<file path="config.mk">
export PLATFORM = sky130hd
export DESIGN_NAME = ledbpo_top
export DESIGN_NICKNAME = d
export VERILOG_FILES = /design/src/ledbpo_pkg.sv /design/src/ledbpo_pwm_timer.sv /design/src/ledbpo_sync2.sv /design/src/ledbpo_top.sv
export SDC_FILE = /design/constraint.sdc
export NUM_CORES = 1
export LEC_CHECK = 0
export BUFFER_PORTS_ARGS = -buffer_cell sky130_fd_sc_hd__buf_2
export CAP_MARGIN = 20
export CORE_MARGIN = 2
export CORE_UTILIZATION = 57
export CTS_CLUSTER_SIZE = 28
export DETAILED_ROUTE_END_ITERATION = 16
export PLACE_DENSITY_LB_ADDON = 0.25
export SLEW_MARGIN = 20
export SYNTH_ARGS = -nofsm -noshare
export SYNTH_HDL_FRONTEND = slang
export SYNTH_SLANG_ARGS = --single-unit
</file>
<file path="constraint.sdc">
create_clock -name clk -period 3.3 [get_ports clk]
set_input_delay 0.66 -clock clk [delete_from_list [all_inputs] [get_ports clk]]
set_output_delay 0.66 -clock clk [all_outputs]
set_load 0.01 [all_outputs]
</file>
<file path="src/ledbpo_pkg.sv">
// Shared addresses, field positions, reset values and timing for the LED blink/phase block
package ledbpo_pkg;
  // Register address codes
  localparam logic [7:0] ADDR_PHASE_ZERO = 8'h01;
  localparam logic [7:0] ADDR_PHASE_ONE  = 8'h09;
  localparam logic [7:0] ADDR_MASTER     = 8'h0E;
  localparam logic [7:0] ADDR_CONFIG     = 8'h0F;
  localparam logic [7:0] ADDR_INTENS_0   = 8'h10;
  localparam logic [7:0] ADDR_INTENS_1   = 8'h11;
  localparam logic [7:0] ADDR_INTENS_2   = 8'h12;
  localparam logic [7:0] ADDR_INTENS_3   = 8'h13;

  // Configuration register field positions
  localparam int CFG_BLINK_EN   = 0;
  localparam int CFG_BLINK_FLIP = 1;
  localparam int CFG_GLOBAL     = 2;
  localparam int CFG_NINTH_P0   = 4;
  localparam int CFG_NINTH_P1   = 5;
  localparam int CFG_PIN_STATUS = 6;

  // Writable configuration bits (D7, D6, D3 are not stored)
  localparam logic [7:0] CFG_WR_MASK = 8'h37;

  // Power-up register contents
  localparam logic [7:0] RST_PHASE  = 8'hFF;
  localparam logic [7:0] RST_MASTER = 8'h0F;
  localparam logic [7:0] RST_CONFIG = 8'h34;
  localparam logic [7:0] RST_INTENS = 8'hFF;
  localparam logic [7:0] RD_UNMAPPED = 8'h00;

  // PWM timing: 15 master timeslots of 16 cycles each
  localparam logic [3:0] PWM_LAST_CYCLE = 4'hF;
  localparam logic [3:0] PWM_LAST_SLOT  = 4'hE;
  localparam logic [3:0] NIBBLE_STATIC  = 4'hF;
  localparam logic [3:0] NIBBLE_ZERO    = 4'h0;
  localparam int         NUM_OUTS       = 8;
endpackage : ledbpo_pkg

</file>
<file path="src/ledbpo_pwm_timer.sv">
// PWM timeslot generator: cycle within slot and master timeslot index
`timescale 1ns/100ps
module ledbpo_pwm_timer (
  input  wire logic       clk,
  input  wire logic       rst_n,
  input  wire logic       run,
  output logic      [3:0] cycle,
  output logic      [3:0] slot
);
  logic       cycle_wrap;
  logic       slot_wrap;
  logic [3:0] next_cycle;
  logic [3:0] next_slot;

  // Counter stepping; held at zero while PWM is off
  assign cycle_wrap = (cycle == ledbpo_pkg::PWM_LAST_CYCLE);
  assign slot_wrap  = (slot == ledbpo_pkg::PWM_LAST_SLOT);
  assign next_cycle = !run ? 4'h0 : (cycle + 4'h1);
  assign next_slot  = !run ? 4'h0 :
                      (cycle_wrap ? (slot_wrap ? 4'h0 : slot + 4'h1) : slot);

  always_ff @(posedge clk or negedge rst_n) begin
    if (!rst_n) begin
      cycle <= 4'h0;
      slot  <= 4'h0;
    end else begin
      cycle <= next_cycle;
      slot  <= next_slot;
    end
  end
endmodule : ledbpo_pwm_timer

</file>
<file path="src/ledbpo_sync2.sv">
// Two-stage synchroniser for an asynchronous level input
`timescale 1ns/100ps
module ledbpo_sync2 (
  input  wire logic clk,
  input  wire logic rst_n,
  input  wire logic async_in,
  output logic      sync_out
);
  logic stage_one;

  // First stage feeds only the second
  always_ff @(posedge clk or negedge rst_n) begin
    if (!rst_n) begin
      stage_one <= 1'b0;
      sync_out  <= 1'b0;
    end else begin
      stage_one <= async_in;
      sync_out  <= stage_one;
    end
  end
endmodule : ledbpo_sync2

</file>
<file path="src/ledbpo_top.sv">
// Blink phase selection, intensity mode decode and open-drain output control
// Operation
// - Config 0x0F holds enable, flip, global, ninth-output phase levels; D7, D3 ignored
// - Blink off: ninth output sinks low when config D4 is 0
// - Blink on, phase 0: ninth output follows D4, 0 low, 1 high-Z
// - Blink on, phase 1: ninth output follows D5, 0 low, 1 high-Z
// - Reading config D6 returns the blink input pin level
// - Active phase is flip XOR pin when enabled, else phase 0
// - Phase-0 register 0x01, bit n drives output n, read/write
// - Phase-1 register 0x09, bit n drives output n, read/write
// - Master 0x00..0x0F: all outputs static, global and individual ignored
// - Master 0x10..0xFF enables PWM operation
// - Individual intensity 0xF static, 0x0..0xE PWM, with global cleared
// - Global set: only 0x0E sets intensity, 0x10..0x13 ignored
// - Global on: low nibble of 0x0E sets every output's intensity
// - Blink off: phase-0 bit sets level during PWM on-time
// - Intensity 16/16 ignores master gating, follows active phase bit
`timescale 1ns/100ps
module ledbpo_top (
  input  wire logic       clk,
  input  wire logic       rst_n,
  input  wire logic       blink_pin,
  input  wire logic [7:0] reg_addr,
  input  wire logic [7:0] reg_wdata,
  input  wire logic       reg_wr,
  output logic      [7:0] reg_rdata,
  output logic      [8:0] out_level,
  output logic      [8:0] out_oe
);
  logic        rst_meta;
  logic        rst_sync_n;
  logic        pin_sync;
  logic [7:0]  output_level_phase_zero;
  logic [7:0]  output_level_phase_one;
  logic [7:0]  master_intensity;
  logic [7:0]  device_configuration;
  logic [31:0] output_intensity;
  logic [3:0]  pwm_cycle;
  logic [3:0]  pwm_slot;
  logic        blink_en;
  logic        blink_flip;
  logic        global_sel;
  logic        phase_one;
  logic        pwm_run;
  logic [7:0]  active_bits;
  logic        ninth_bit;
  logic [3:0]  ninth_intensity;
  logic [7:0]  cfg_readback;
  logic [7:0]  next_rdata;
  logic [8:0]  next_level;

  // Level that the pin shows: static or gated by the PWM on-time
  function automatic logic pin_level(input logic bit_val, input logic run,
                                     input logic [3:0] master_hi, input logic [3:0] intens,
                                     input logic [3:0] slot, input logic [3:0] cyc);
    logic on_time;
    on_time = (slot < master_hi) && (cyc <= intens);
    if (!run || intens == ledbpo_pkg::NIBBLE_STATIC) begin
      pin_level = bit_val;
    end else begin
      pin_level = on_time ? bit_val : ~bit_val;
    end
  endfunction : pin_level

  // Reset release through two flops
  always_ff @(posedge clk or negedge rst_n) begin
    if (!rst_n) begin
      rst_meta   <= 1'b0;
      rst_sync_n <= 1'b0;
    end else begin
      rst_meta   <= 1'b1;
      rst_sync_n <= rst_meta;
    end
  end

  // Blink pin synchroniser
  ledbpo_sync2 u_pin_sync (
    .clk      (clk),
    .rst_n    (rst_sync_n),
    .async_in (blink_pin),
    .sync_out (pin_sync)
  );

  // PWM timeslot counters, running only while PWM is on
  ledbpo_pwm_timer u_pwm (
    .clk   (clk),
    .rst_n (rst_sync_n),
    .run   (pwm_run),
    .cycle (pwm_cycle),
    .slot  (pwm_slot)
  );

  // Register writes
  always_ff @(posedge clk or negedge rst_sync_n) begin
    if (!rst_sync_n) begin
      output_level_phase_zero <= ledbpo_pkg::RST_PHASE;
      output_level_phase_one  <= ledbpo_pkg::RST_PHASE;
      master_intensity        <= ledbpo_pkg::RST_MASTER;
      device_configuration    <= ledbpo_pkg::RST_CONFIG;
      output_intensity        <= {4{ledbpo_pkg::RST_INTENS}};
    end else if (reg_wr) begin
      case (reg_addr)
        ledbpo_pkg::ADDR_PHASE_ZERO: output_level_phase_zero <= reg_wdata;
        ledbpo_pkg::ADDR_PHASE_ONE:  output_level_phase_one  <= reg_wdata;
        ledbpo_pkg::ADDR_MASTER:     master_intensity        <= reg_wdata;
        ledbpo_pkg::ADDR_CONFIG:
          device_configuration <= reg_wdata & ledbpo_pkg::CFG_WR_MASK;
        ledbpo_pkg::ADDR_INTENS_0:   output_intensity[7:0]   <= reg_wdata;
        ledbpo_pkg::ADDR_INTENS_1:   output_intensity[15:8]  <= reg_wdata;
        ledbpo_pkg::ADDR_INTENS_2:   output_intensity[23:16] <= reg_wdata;
        ledbpo_pkg::ADDR_INTENS_3:   output_intensity[31:24] <= reg_wdata;
        default: ;
      endcase
    end
  end

  // Configuration fields and phase selection
  assign blink_en   = device_configuration[ledbpo_pkg::CFG_BLINK_EN];
  assign blink_flip = device_configuration[ledbpo_pkg::CFG_BLINK_FLIP];
  assign global_sel = device_configuration[ledbpo_pkg::CFG_GLOBAL];
  assign phase_one  = blink_en & (blink_flip ^ pin_sync);
  assign active_bits = phase_one ? output_level_phase_one
                                 : output_level_phase_zero;
  assign ninth_bit  = phase_one ? device_configuration[ledbpo_pkg::CFG_NINTH_P1]
                                : device_configuration[ledbpo_pkg::CFG_NINTH_P0];

  // PWM runs only when master upper nibble is non-zero
  assign pwm_run         = (master_intensity[7:4] != ledbpo_pkg::NIBBLE_ZERO);
  assign ninth_intensity = master_intensity[3:0];

  // Next pin levels; global select swaps in the master low nibble
  always_comb begin
    for (int i = 0; i < ledbpo_pkg::NUM_OUTS; i++) begin
      next_level[i] = pin_level(active_bits[i], pwm_run, master_intensity[7:4],
                                global_sel ? master_intensity[3:0]
                                           : output_intensity[4*i +: 4],
                                pwm_slot, pwm_cycle);
    end
    next_level[8] = pin_level(ninth_bit, pwm_run, master_intensity[7:4],
                              ninth_intensity, pwm_slot, pwm_cycle);
  end

  // Read-back data; D6 carries the pin, D7 and D3 read zero
  assign cfg_readback = {1'b0, pin_sync,
                         device_configuration[ledbpo_pkg::CFG_NINTH_P1:ledbpo_pkg::CFG_BLINK_EN]};
  assign next_rdata =
    (reg_addr == ledbpo_pkg::ADDR_PHASE_ZERO) ? output_level_phase_zero :
    (reg_addr == ledbpo_pkg::ADDR_PHASE_ONE)  ? output_level_phase_one  :
    (reg_addr == ledbpo_pkg::ADDR_MASTER)     ? master_intensity        :
    (reg_addr == ledbpo_pkg::ADDR_CONFIG)     ? cfg_readback            :
    (reg_addr == ledbpo_pkg::ADDR_INTENS_0)   ? output_intensity[7:0]   :
    (reg_addr == ledbpo_pkg::ADDR_INTENS_1)   ? output_intensity[15:8]  :
    (reg_addr == ledbpo_pkg::ADDR_INTENS_2)   ? output_intensity[23:16] :
    (reg_addr == ledbpo_pkg::ADDR_INTENS_3)   ? output_intensity[31:24] :
    ledbpo_pkg::RD_UNMAPPED;

  // Registered outputs: open drain sinks when level is 0
  always_ff @(posedge clk or negedge rst_sync_n) begin
    if (!rst_sync_n) begin
      reg_rdata <= ledbpo_pkg::RD_UNMAPPED;
      out_level <= 9'h000;
      out_oe    <= 9'h000;
    end else begin
      reg_rdata <= next_rdata;
      out_level <= 9'h000;
      out_oe    <= ~next_level;
    end
  end

  // Assertions
  a_cfg_write_mask: assert property (@(posedge clk) disable iff (!rst_sync_n)
    reg_wr && reg_addr == ledbpo_pkg::ADDR_CONFIG |=>
      device_configuration == ($past(reg_wdata) & ledbpo_pkg::CFG_WR_MASK))
    else $error("config write stored unmasked bits");

  a_ninth_blink_off: assert property (@(posedge clk) disable iff (!rst_sync_n)
    !blink_en && !pwm_run |=>
      out_oe[8] == !$past(device_configuration[ledbpo_pkg::CFG_NINTH_P0]))
    else $error("ninth output wrong with blink off");

  a_ninth_phase_zero: assert property (@(posedge clk) disable iff (!rst_sync_n)
    blink_en && !(blink_flip ^ pin_sync) && !pwm_run |=>
      out_oe[8] == !$past(device_configuration[ledbpo_pkg::CFG_NINTH_P0]))
    else $error("ninth output wrong in phase 0");

  a_ninth_phase_one: assert property (@(posedge clk) disable iff (!rst_sync_n)
    blink_en && (blink_flip ^ pin_sync) && !pwm_run |=>
      out_oe[8] == !$past(device_configuration[ledbpo_pkg::CFG_NINTH_P1]))
    else $error("ninth output wrong in phase 1");

  a_pin_readback: assert property (@(posedge clk) disable iff (!rst_sync_n)
    reg_addr == ledbpo_pkg::ADDR_CONFIG |=> reg_rdata[6] == $past(pin_sync) && !reg_rdata[7]
      && !reg_rdata[3])
    else $error("config readback wrong");

  a_phase_select: assert property (@(posedge clk) disable iff (!rst_sync_n)
    !pwm_run |=> out_oe[7:0] == ~$past((blink_en && (blink_flip != pin_sync))
      ? output_level_phase_one : output_level_phase_zero))
    else $error("blink phase selection wrong");

  a_phase0_rw: assert property (@(posedge clk) disable iff (!rst_sync_n)
    reg_wr && reg_addr == ledbpo_pkg::ADDR_PHASE_ZERO ##1 reg_addr == ledbpo_pkg::ADDR_PHASE_ZERO
      && !reg_wr |=> reg_rdata == $past(reg_wdata, 2))
    else $error("phase 0 register read-back wrong");

  a_phase1_rw: assert property (@(posedge clk) disable iff (!rst_sync_n)
    reg_wr && reg_addr == ledbpo_pkg::ADDR_PHASE_ONE ##1 reg_addr == ledbpo_pkg::ADDR_PHASE_ONE
      && !reg_wr |=> reg_rdata == $past(reg_wdata, 2))
    else $error("phase 1 register read-back wrong");

  a_static_master: assert property (@(posedge clk) disable iff (!rst_sync_n)
    !pwm_run |=> out_oe[7:0] == ~$past(active_bits))
    else $error("static outputs do not follow active phase");

  a_pwm_counting: assert property (@(posedge clk) disable iff (!rst_sync_n)
    pwm_run && pwm_cycle != ledbpo_pkg::PWM_LAST_CYCLE |=>
      pwm_cycle == $past(pwm_cycle) + 4'h1)
    else $error("PWM timer not running");

  a_full_intensity: assert property (@(posedge clk) disable iff (!rst_sync_n)
    !global_sel && output_intensity[3:0] == ledbpo_pkg::NIBBLE_STATIC |=>
      out_oe[0] == !$past(active_bits[0]))
    else $error("16/16 output not static");

  a_global_gate: assert property (@(posedge clk) disable iff (!rst_sync_n)
    global_sel && pwm_run && master_intensity[3:0] != ledbpo_pkg::NIBBLE_STATIC
      && pwm_slot >= master_intensity[7:4] |=>
      out_oe[7:0] == $past(active_bits))
    else $error("global gating wrong outside enabled slots");

  a_open_drain: assert property (@(posedge clk) disable iff (!rst_sync_n)
    out_level == 9'h000)
    else $error("open-drain output driven high");

  // Intensity mode checks on the individual and global paths
  a_full_intensity_one: assert property (@(posedge clk) disable iff (!rst_sync_n)
    !global_sel && output_intensity[7:4] == ledbpo_pkg::NIBBLE_STATIC |=>
      out_oe[1] == !$past(active_bits[1]))
    else $error("16/16 output 1 not static");

  a_individual_gate: assert property (@(posedge clk) disable iff (!rst_sync_n)
    !global_sel && pwm_run && output_intensity[3:0] != ledbpo_pkg::NIBBLE_STATIC
      && pwm_slot >= master_intensity[7:4] |=> out_oe[0] == $past(active_bits[0]))
    else $error("individual gating wrong outside enabled slots");

  a_global_on_time: assert property (@(posedge clk) disable iff (!rst_sync_n)
    global_sel && pwm_run && master_intensity[3:0] != ledbpo_pkg::NIBBLE_STATIC
      && pwm_slot < master_intensity[7:4] && pwm_cycle <= master_intensity[3:0] |=>
      out_oe[7:0] == ~$past(active_bits))
    else $error("global on-time level wrong");

  a_global_static: assert property (@(posedge clk) disable iff (!rst_sync_n)
    global_sel && master_intensity[3:0] == ledbpo_pkg::NIBBLE_STATIC |=>
      out_oe[7:0] == ~$past(active_bits))
    else $error("global 16/16 outputs not static");

  // Ninth output under PWM
  a_ninth_on_time: assert property (@(posedge clk) disable iff (!rst_sync_n)
    pwm_run && master_intensity[3:0] != ledbpo_pkg::NIBBLE_STATIC
      && pwm_slot < master_intensity[7:4] && pwm_cycle <= master_intensity[3:0] |=>
      out_oe[8] == !$past(ninth_bit))
    else $error("ninth output on-time level wrong");

  a_ninth_off_time: assert property (@(posedge clk) disable iff (!rst_sync_n)
    pwm_run && master_intensity[3:0] != ledbpo_pkg::NIBBLE_STATIC
      && pwm_slot >= master_intensity[7:4] |=> out_oe[8] == $past(ninth_bit))
    else $error("ninth output off-time level wrong");

  a_ninth_static_pwm: assert property (@(posedge clk) disable iff (!rst_sync_n)
    pwm_run && master_intensity[3:0] == ledbpo_pkg::NIBBLE_STATIC |=>
      out_oe[8] == !$past(ninth_bit))
    else $error("ninth output 16/16 not static");

  // Timeslot counter behaviour
  a_timer_idle: assert property (@(posedge clk) disable iff (!rst_sync_n)
    !pwm_run |=> pwm_cycle == ledbpo_pkg::NIBBLE_ZERO && pwm_slot == ledbpo_pkg::NIBBLE_ZERO)
    else $error("PWM timer not held while static");

  a_slot_wrap: assert property (@(posedge clk) disable iff (!rst_sync_n)
    pwm_run && pwm_cycle == ledbpo_pkg::PWM_LAST_CYCLE && pwm_slot == ledbpo_pkg::PWM_LAST_SLOT
      |=> pwm_slot == ledbpo_pkg::NIBBLE_ZERO)
    else $error("master timeslot did not wrap");

  a_slot_range: assert property (@(posedge clk) disable iff (!rst_sync_n)
    pwm_slot <= ledbpo_pkg::PWM_LAST_SLOT)
    else $error("master timeslot out of range");

  // Read-back of intensity registers
  a_master_rw: assert property (@(posedge clk) disable iff (!rst_sync_n)
    reg_wr && reg_addr == ledbpo_pkg::ADDR_MASTER ##1 reg_addr == ledbpo_pkg::ADDR_MASTER
      && !reg_wr |=> reg_rdata == $past(reg_wdata, 2))
    else $error("master register read-back wrong");

  a_intens_rw: assert property (@(posedge clk) disable iff (!rst_sync_n)
    reg_wr && reg_addr == ledbpo_pkg::ADDR_INTENS_1 ##1 reg_addr == ledbpo_pkg::ADDR_INTENS_1
      && !reg_wr |=> reg_rdata == $past(reg_wdata, 2))
    else $error("intensity register read-back wrong");
endmodule : ledbpo_top

</file>
==> flow_summary.ini, run 1 <==
[run_status]
status = completed

[synthesis]
synth_cell_type_count = 48
yosysSeqAreaShare_pct = 43.3
syn_area_per_cell_um2 = 11.0
yosysWarnings = 0
netlist_area_um2 = 5360
synth_edf_count = 0
synthCells = 486
synth_flop_cell = dfstp_2
synth-async-reset-ratio_pct = 100
ys_ff_latch = 90

[clocking]
cts_tree = built
hold_buffers = 0
cts.sinks = 90
clk_latency_ns = 0.38
clockRootBuffer = clkbuf_8
htree_levels = 3
post-cts-setup-buffers = 0
cts.path.max_buffers = 2
cts.repair.resized = 0
cts_buffers = 9
clk_pin_slew_worst_paths_ns = 0.10

[floorplan]
die_y_um = 101
core_area_um2 = 9200
ios = 46
fp.dieW_um = 101
rows = 35
start_util_pct = 58.3
dieArea_um2 = 10200

[worst_setup_path]
regToRegStartpoint = device_configuration[2]$_DFFE_PN1P_
r2r-end = out_oe[5]$_DFF_PN0_
reg2reg_setup_slack_ns = 0.59
crit_type = reg -> reg
crit_required_ns = 3.59
arrival_ns = 3.01
crit_fanout = 36
worst_setup_path_end_kind = register
startpoint_type = register
reg2reg_depth = 9

[power]
switching_share_pct = 30.8
p_leak_nw = 2.63
comb_power_share_pct = 17.5
p_clk_share_pct = 30.3
ir_worst_vdd_uv = 255
p_switching_mw = 0.737
power_frac_seq_pct = 52.2
power_density_nw_per_um2 = 411
p_int_mw = 1.65

[cells_and_area]
n_antenna_cell = 0
drive_gt1_share_pct = 36.1
stdcell_count = 640
final_cell_mix = a21oi_1 (70), mux2_2 (60), dfstp_2 (55), ha_1 (42), buf_2 (36)
final_common_cell = a21oi_1
final_core_util_pct = 63.3
nets = 586
syn_to_final_growth_pct = 8.56

[sta]
fin_crit_ns = 2.71
skew_ns = 0.0156
tightest_slew_ns = 0.638
setup_viol_count_final = 0
hold_viol_final = 0
rsz0062_at_grt = false
slew_viol_final = 0
fin_crit_sh_pct = 82.1
holdWs_ns = 0.0386
slew_headroom_pct = 57.5
max_freq_mhz = 369
setup-tns-final_ns = 0

[hold_path]
hp-class = in -> async

[detailed_routing]
initialDrtViolationCount = 358
drtPass1Iterations = 5
drc_errors = 0
vias_per_cell = 6.28
final_antenna_net_count = 0
wl_per_cell_um = 20.8
vias = 4019
routed_wl_um = 13300

[grt]
grt_pass1_vias = 3991
grt_antenna_before_repair = 0
grt_pass1_wl_um = 21100
grt_usage_pct = 27.9
grt-ovfl-total = 0
grt_max_degree = 81

[place]
gp_congestion = 1.05
port_buffers = 36
dp.cells = 623
hpwl_um = 9710

[run]
maxCapViolCount = 0
[cells in the mapped netlist (9+ instances only)]
library cell   n  area share, %
nor3_1         9           0.84
mux2i_1       15            2.8
a21oi_1       70            6.5
mux2_2        60             13
dfrtp_1       35             16
nand4_1       12            1.4
inv_1         24            1.7
nor2_1        16            1.1
ha_1          42            9.8
xor2_1        11            1.8
buf_4         13            1.8
nand2_1       31            2.2
o21ai_0       21            2.0
dfstp_2       55             27
[kinds of logic (layout without fill, tap and decap cells)]
group,after synthesis,after routing,synth area share (%)
AOI/OAI and AO/OA,107,107,10.7
xor gates and xnor gates,12,12,1.96
adders and majority gates,42,42,9.80
buffers and inverters,47,82,4.25
DFF,90,90,43.3
muxes,84,84,18.8
other,2,10,0.140
and+or+nand+nor,102,102,11.1
[through the flow]
stage	total power, mW	instance area (um2)	worst slack, ns
2_1_floorplan	1.53	5390	0.704
3_3_place_gp	1.65	5610	0.754
3_5_place_dp	1.68	5610	0.661
4_1_cts	2.39	5790	0.641
5_1_grt	2.50	5820	0.359
6_report	2.39	5820	0.589
[area by class of cell]
class                      count  area, um2
timing repair buffer          41        238
inverter                      25       93.8
tap                          111        139
sequential                    90       2320
clock inverter                 7       58.8
fill                         761       3370
clock buffer                   9        124
multi-input combinational    357       2840
[routing by layer]
| metal | up-vias | wire length (um) | global-route usage (%) |
|---|---|---|---|
| li1 | 1837 | - | - |
| met1 | 1982 | 5650 | 36.9 |
| met2 | 161 | 6300 | 44.7 |
| met3 | 39 | 848 | 4.16 |
| met4 | 0 | 539 | 14.4 |
| met5 | - | 0 | 0 |
[worst max-delay path by stage]
stage                                   startpoint                                     end  slack, ns  cells after the start
5_1_grt        device_configuration[2]$_DFFE_PN1P_                     out_oe[5]$_DFF_PN0_       0.36                      9
3_3_place_gp                           reg_addr[0]  output_level_phase_zero[7]$_DFFE_PN1P_       0.75                      4
6_report       device_configuration[2]$_DFFE_PN1P_                     out_oe[5]$_DFF_PN0_       0.59                      9
4_1_cts        device_configuration[2]$_DFFE_PN1P_                     out_oe[5]$_DFF_PN0_       0.64                      9
2_1_floorplan                 rst_sync_n$_DFF_PN0_     device_configuration[0]$_DFFE_PN0P_       0.70                      0
3_5_place_dp   device_configuration[2]$_DFFE_PN1P_                     out_oe[5]$_DFF_PN0_       0.66                      9
[registers in the layout, summed over array words and instances, names as in the netlist]
register / flops
device_configuration: 5
master_intensity: 8
out_oe: 9
output_intensity: 32
output_level_phase_one: 8
output_level_phase_zero: 8
reg_rdata: 8
rst_meta: 1
rst_sync_n: 1
u_pin_sync.stage_one: 1
u_pin_sync.sync_out: 1
u_pwm.cycle: 4
u_pwm.slot: 4
[worst max-delay path: stages, from the launching register on]
cell     delay (ns)
dfstp_2        0.56
inv_2          0.21
nor2_1         0.51
a21oi_1        0.14
ha_1           0.35
nand2_1        0.06
o21ai_0        0.23
a21oi_1        0.12
nor3_1         0.26
xor2_1         0.19
[power by group through the flow]
stage / Combinational [mW] / Clock (mW) / Sequential, mW
floorplan: 0.262 / 0 / 1.27
global placement: 0.378 / 0 / 1.28
global route: 0.463 / 0.778 / 1.26
detailed placement: 0.399 / 0 / 1.28
CTS: 0.400 / 0.734 / 1.26
finish: 0.418 / 0.724 / 1.25
No activity file was read; power rests on OpenSTA's default activity.
==> run 2, diff against run 1 <==
==> constraint.sdc (replaced) <==
create_clock -name clk -period 2.7 [get_ports clk]
set_input_delay 0.54 -clock clk [delete_from_list [all_inputs] [get_ports clk]]
set_output_delay 0.54 -clock clk [all_outputs]
set_load 0.01 [all_outputs]
==> run 2 against run 1 <==
Maximum frequency is 17% higher. Wire length shrank 1.2%. Non-clock buffer count grew 9. Cell area grew 1.4%.
==> flow_summary.ini, run 2 (synthesis results as in run 1) <==
[run_status]
status = completed

[sta]
max_freq_mhz = 431
skew_ns = 0.0144
rsz0062_at_grt = false
hold_viol_final = 0
setup_viol_count_final = 0
slew_headroom_pct = 59.7
setup-tns-final_ns = 0
fin_crit_ns = 2.32
fin_crit_sh_pct = 86.0
tightest_slew_ns = 0.604
slew_viol_final = 0

[detailed_routing]
routed_wl_um = 13200
drc_errors = 0
vias_per_cell = 6.20
final_antenna_net_count = 0
drtPass1Iterations = 5
initialDrtViolationCount = 202
wl_per_cell_um = 20.3
vias = 4021

[grt]
grt-ovfl-total = 0
grt_usage_pct = 27.3
grt_pass1_vias = 4016
grt_max_degree = 39
grt_pass1_wl_um = 21000
grt_antenna_before_repair = 0

[cells_and_area]
nets = 595
top_register = output_intensity
syn_to_final_growth_pct = 10.1
final_cell_mix = a21oi_1 (70), mux2_2 (60), dfstp_2 (55), ha_1 (42), buf_2 (36)
fillers = 724
n_antenna_cell = 0
largest_register_ffs = 32
largest_registers = output_intensity: 32 flops, out_oe: 9 flops
final_common_cell = a21oi_1
drive_gt1_share_pct = 36.8

[floorplan]
rows = 35
ios = 46
dieArea_um2 = 10200
die_y_um = 101
start_util_pct = 58.3
fp.dieW_um = 101
core_area_um2 = 9200

[power]
p_leak_nw = 2.68
power_density_nw_per_um2 = 506
ir_worst_vdd_uv = 368
power_mw = 2.99

[worst_setup_path]
crit_type = reg -> reg
regToRegStartpoint = device_configuration[2]$_DFFE_PN1P_
startpoint_type = register
worst_setup_path_end_kind = register
reg2reg_depth = 11
r2r-end = out_oe[7]$_DFF_PN0_
arrival_ns = 2.61
crit_required_ns = 2.99
crit_fanout = 29
reg2reg_setup_slack_ns = 0.38

[clocking]
cts.sinks = 90
clk_pin_slew_worst_paths_ns = 0.10
clockRootBuffer = clkbuf_8
cts_buffers = 9
cts.path.max_buffers = 2
cts_tree = built
htree_levels = 3
clk_latency_ns = 0.37
cts.repair.resized = 0

[hold_path]
hp-class = reg -> async

[run]
maxCapViolCount = 0

[place]
port_buffers = 36
hpwl_um = 9690
gp_congestion = 0.970
run 2: cell type report:
cell class	instances	area (um2)	area share (%)
multi-input cells	357	2840	48.2
flip-flops and latches	90	2320	39.4
repair buffers	50	300	5.09
well taps	111	139	2.35
clock buffers	10	128	2.16
inverters	25	93.8	1.59
clock inverters	6	72.6	1.23
run 2: timing repair:
action | in CTS | in global routing
buffers inserted | 0 | 0
endpoints found under the hold margin | 2 | 0
hold buffers | 1 | 0
run 2: where the power goes:
group	switching [mW]	internal, mW
registers	0.0609	1.46
clock network	0.505	0.440
logic	0.304	0.215
total	0.870	2.12
run 2: through the flow:
| stage | setup WS, ns | instance area [um2] | utilization [%] | hold WS, ns | std cells |
|---|---|---|---|---|---|
| after floorplan | 0.104 | 5390 | - | 0.244 | 494 |
| final | 0.377 | 5900 | 64.2 | 0.234 | 649 |
| after global routing | 0.126 | 5900 | 64.2 | 0.246 | 649 |
| after global placement | 0.465 | 5690 | 61.9 | 0.233 | 632 |
| after detailed placement | 0.418 | 5690 | 61.9 | 0.241 | 632 |
| after CTS | 0.382 | 5900 | 64.2 | 0.248 | 649 |
run 2: critical path: stages (launching register included):
cell and delay, ns:
dfstp_2 0.56, inv_2 0.08, buf_4 0.23, a21o_1 0.23
ha_1 0.18, inv_1 0.05, a21oi_1 0.06, o21ai_0 0.18
a21oi_1 0.08, nor3_1 0.23, buf_4 0.18, xor2_1 0.17
run 2: worst max-delay path by stage:
stage,start,end,depth (start not counted),slack (ns)
2_1_floorplan,rst_sync_n$_DFF_PN0_,device_configuration[0]$_DFFE_PN0P_,0,0.10
3_3_place_gp,reg_addr[7],master_intensity[5]$_DFFE_PN0P_,5,0.46
3_5_place_dp,device_configuration[2]$_DFFE_PN1P_,out_oe[7]$_DFF_PN0_,11,0.42
4_1_cts,device_configuration[2]$_DFFE_PN1P_,out_oe[7]$_DFF_PN0_,11,0.38
5_1_grt,device_configuration[2]$_DFFE_PN1P_,out_oe[7]$_DFF_PN0_,11,0.13
6_report,device_configuration[2]$_DFFE_PN1P_,out_oe[7]$_DFF_PN0_,11,0.38
run 2: layer usage:
metal / vias up / track usage (%) / part of all wire, %
met4: 0 / 11.4 / 3.9
met5: - / 0 / 0
met3: 36 / 8.32 / 6.4
li1: 1856 / - / -
met2: 151 / 44.9 / 49
met1: 1978 / 33.5 / 41
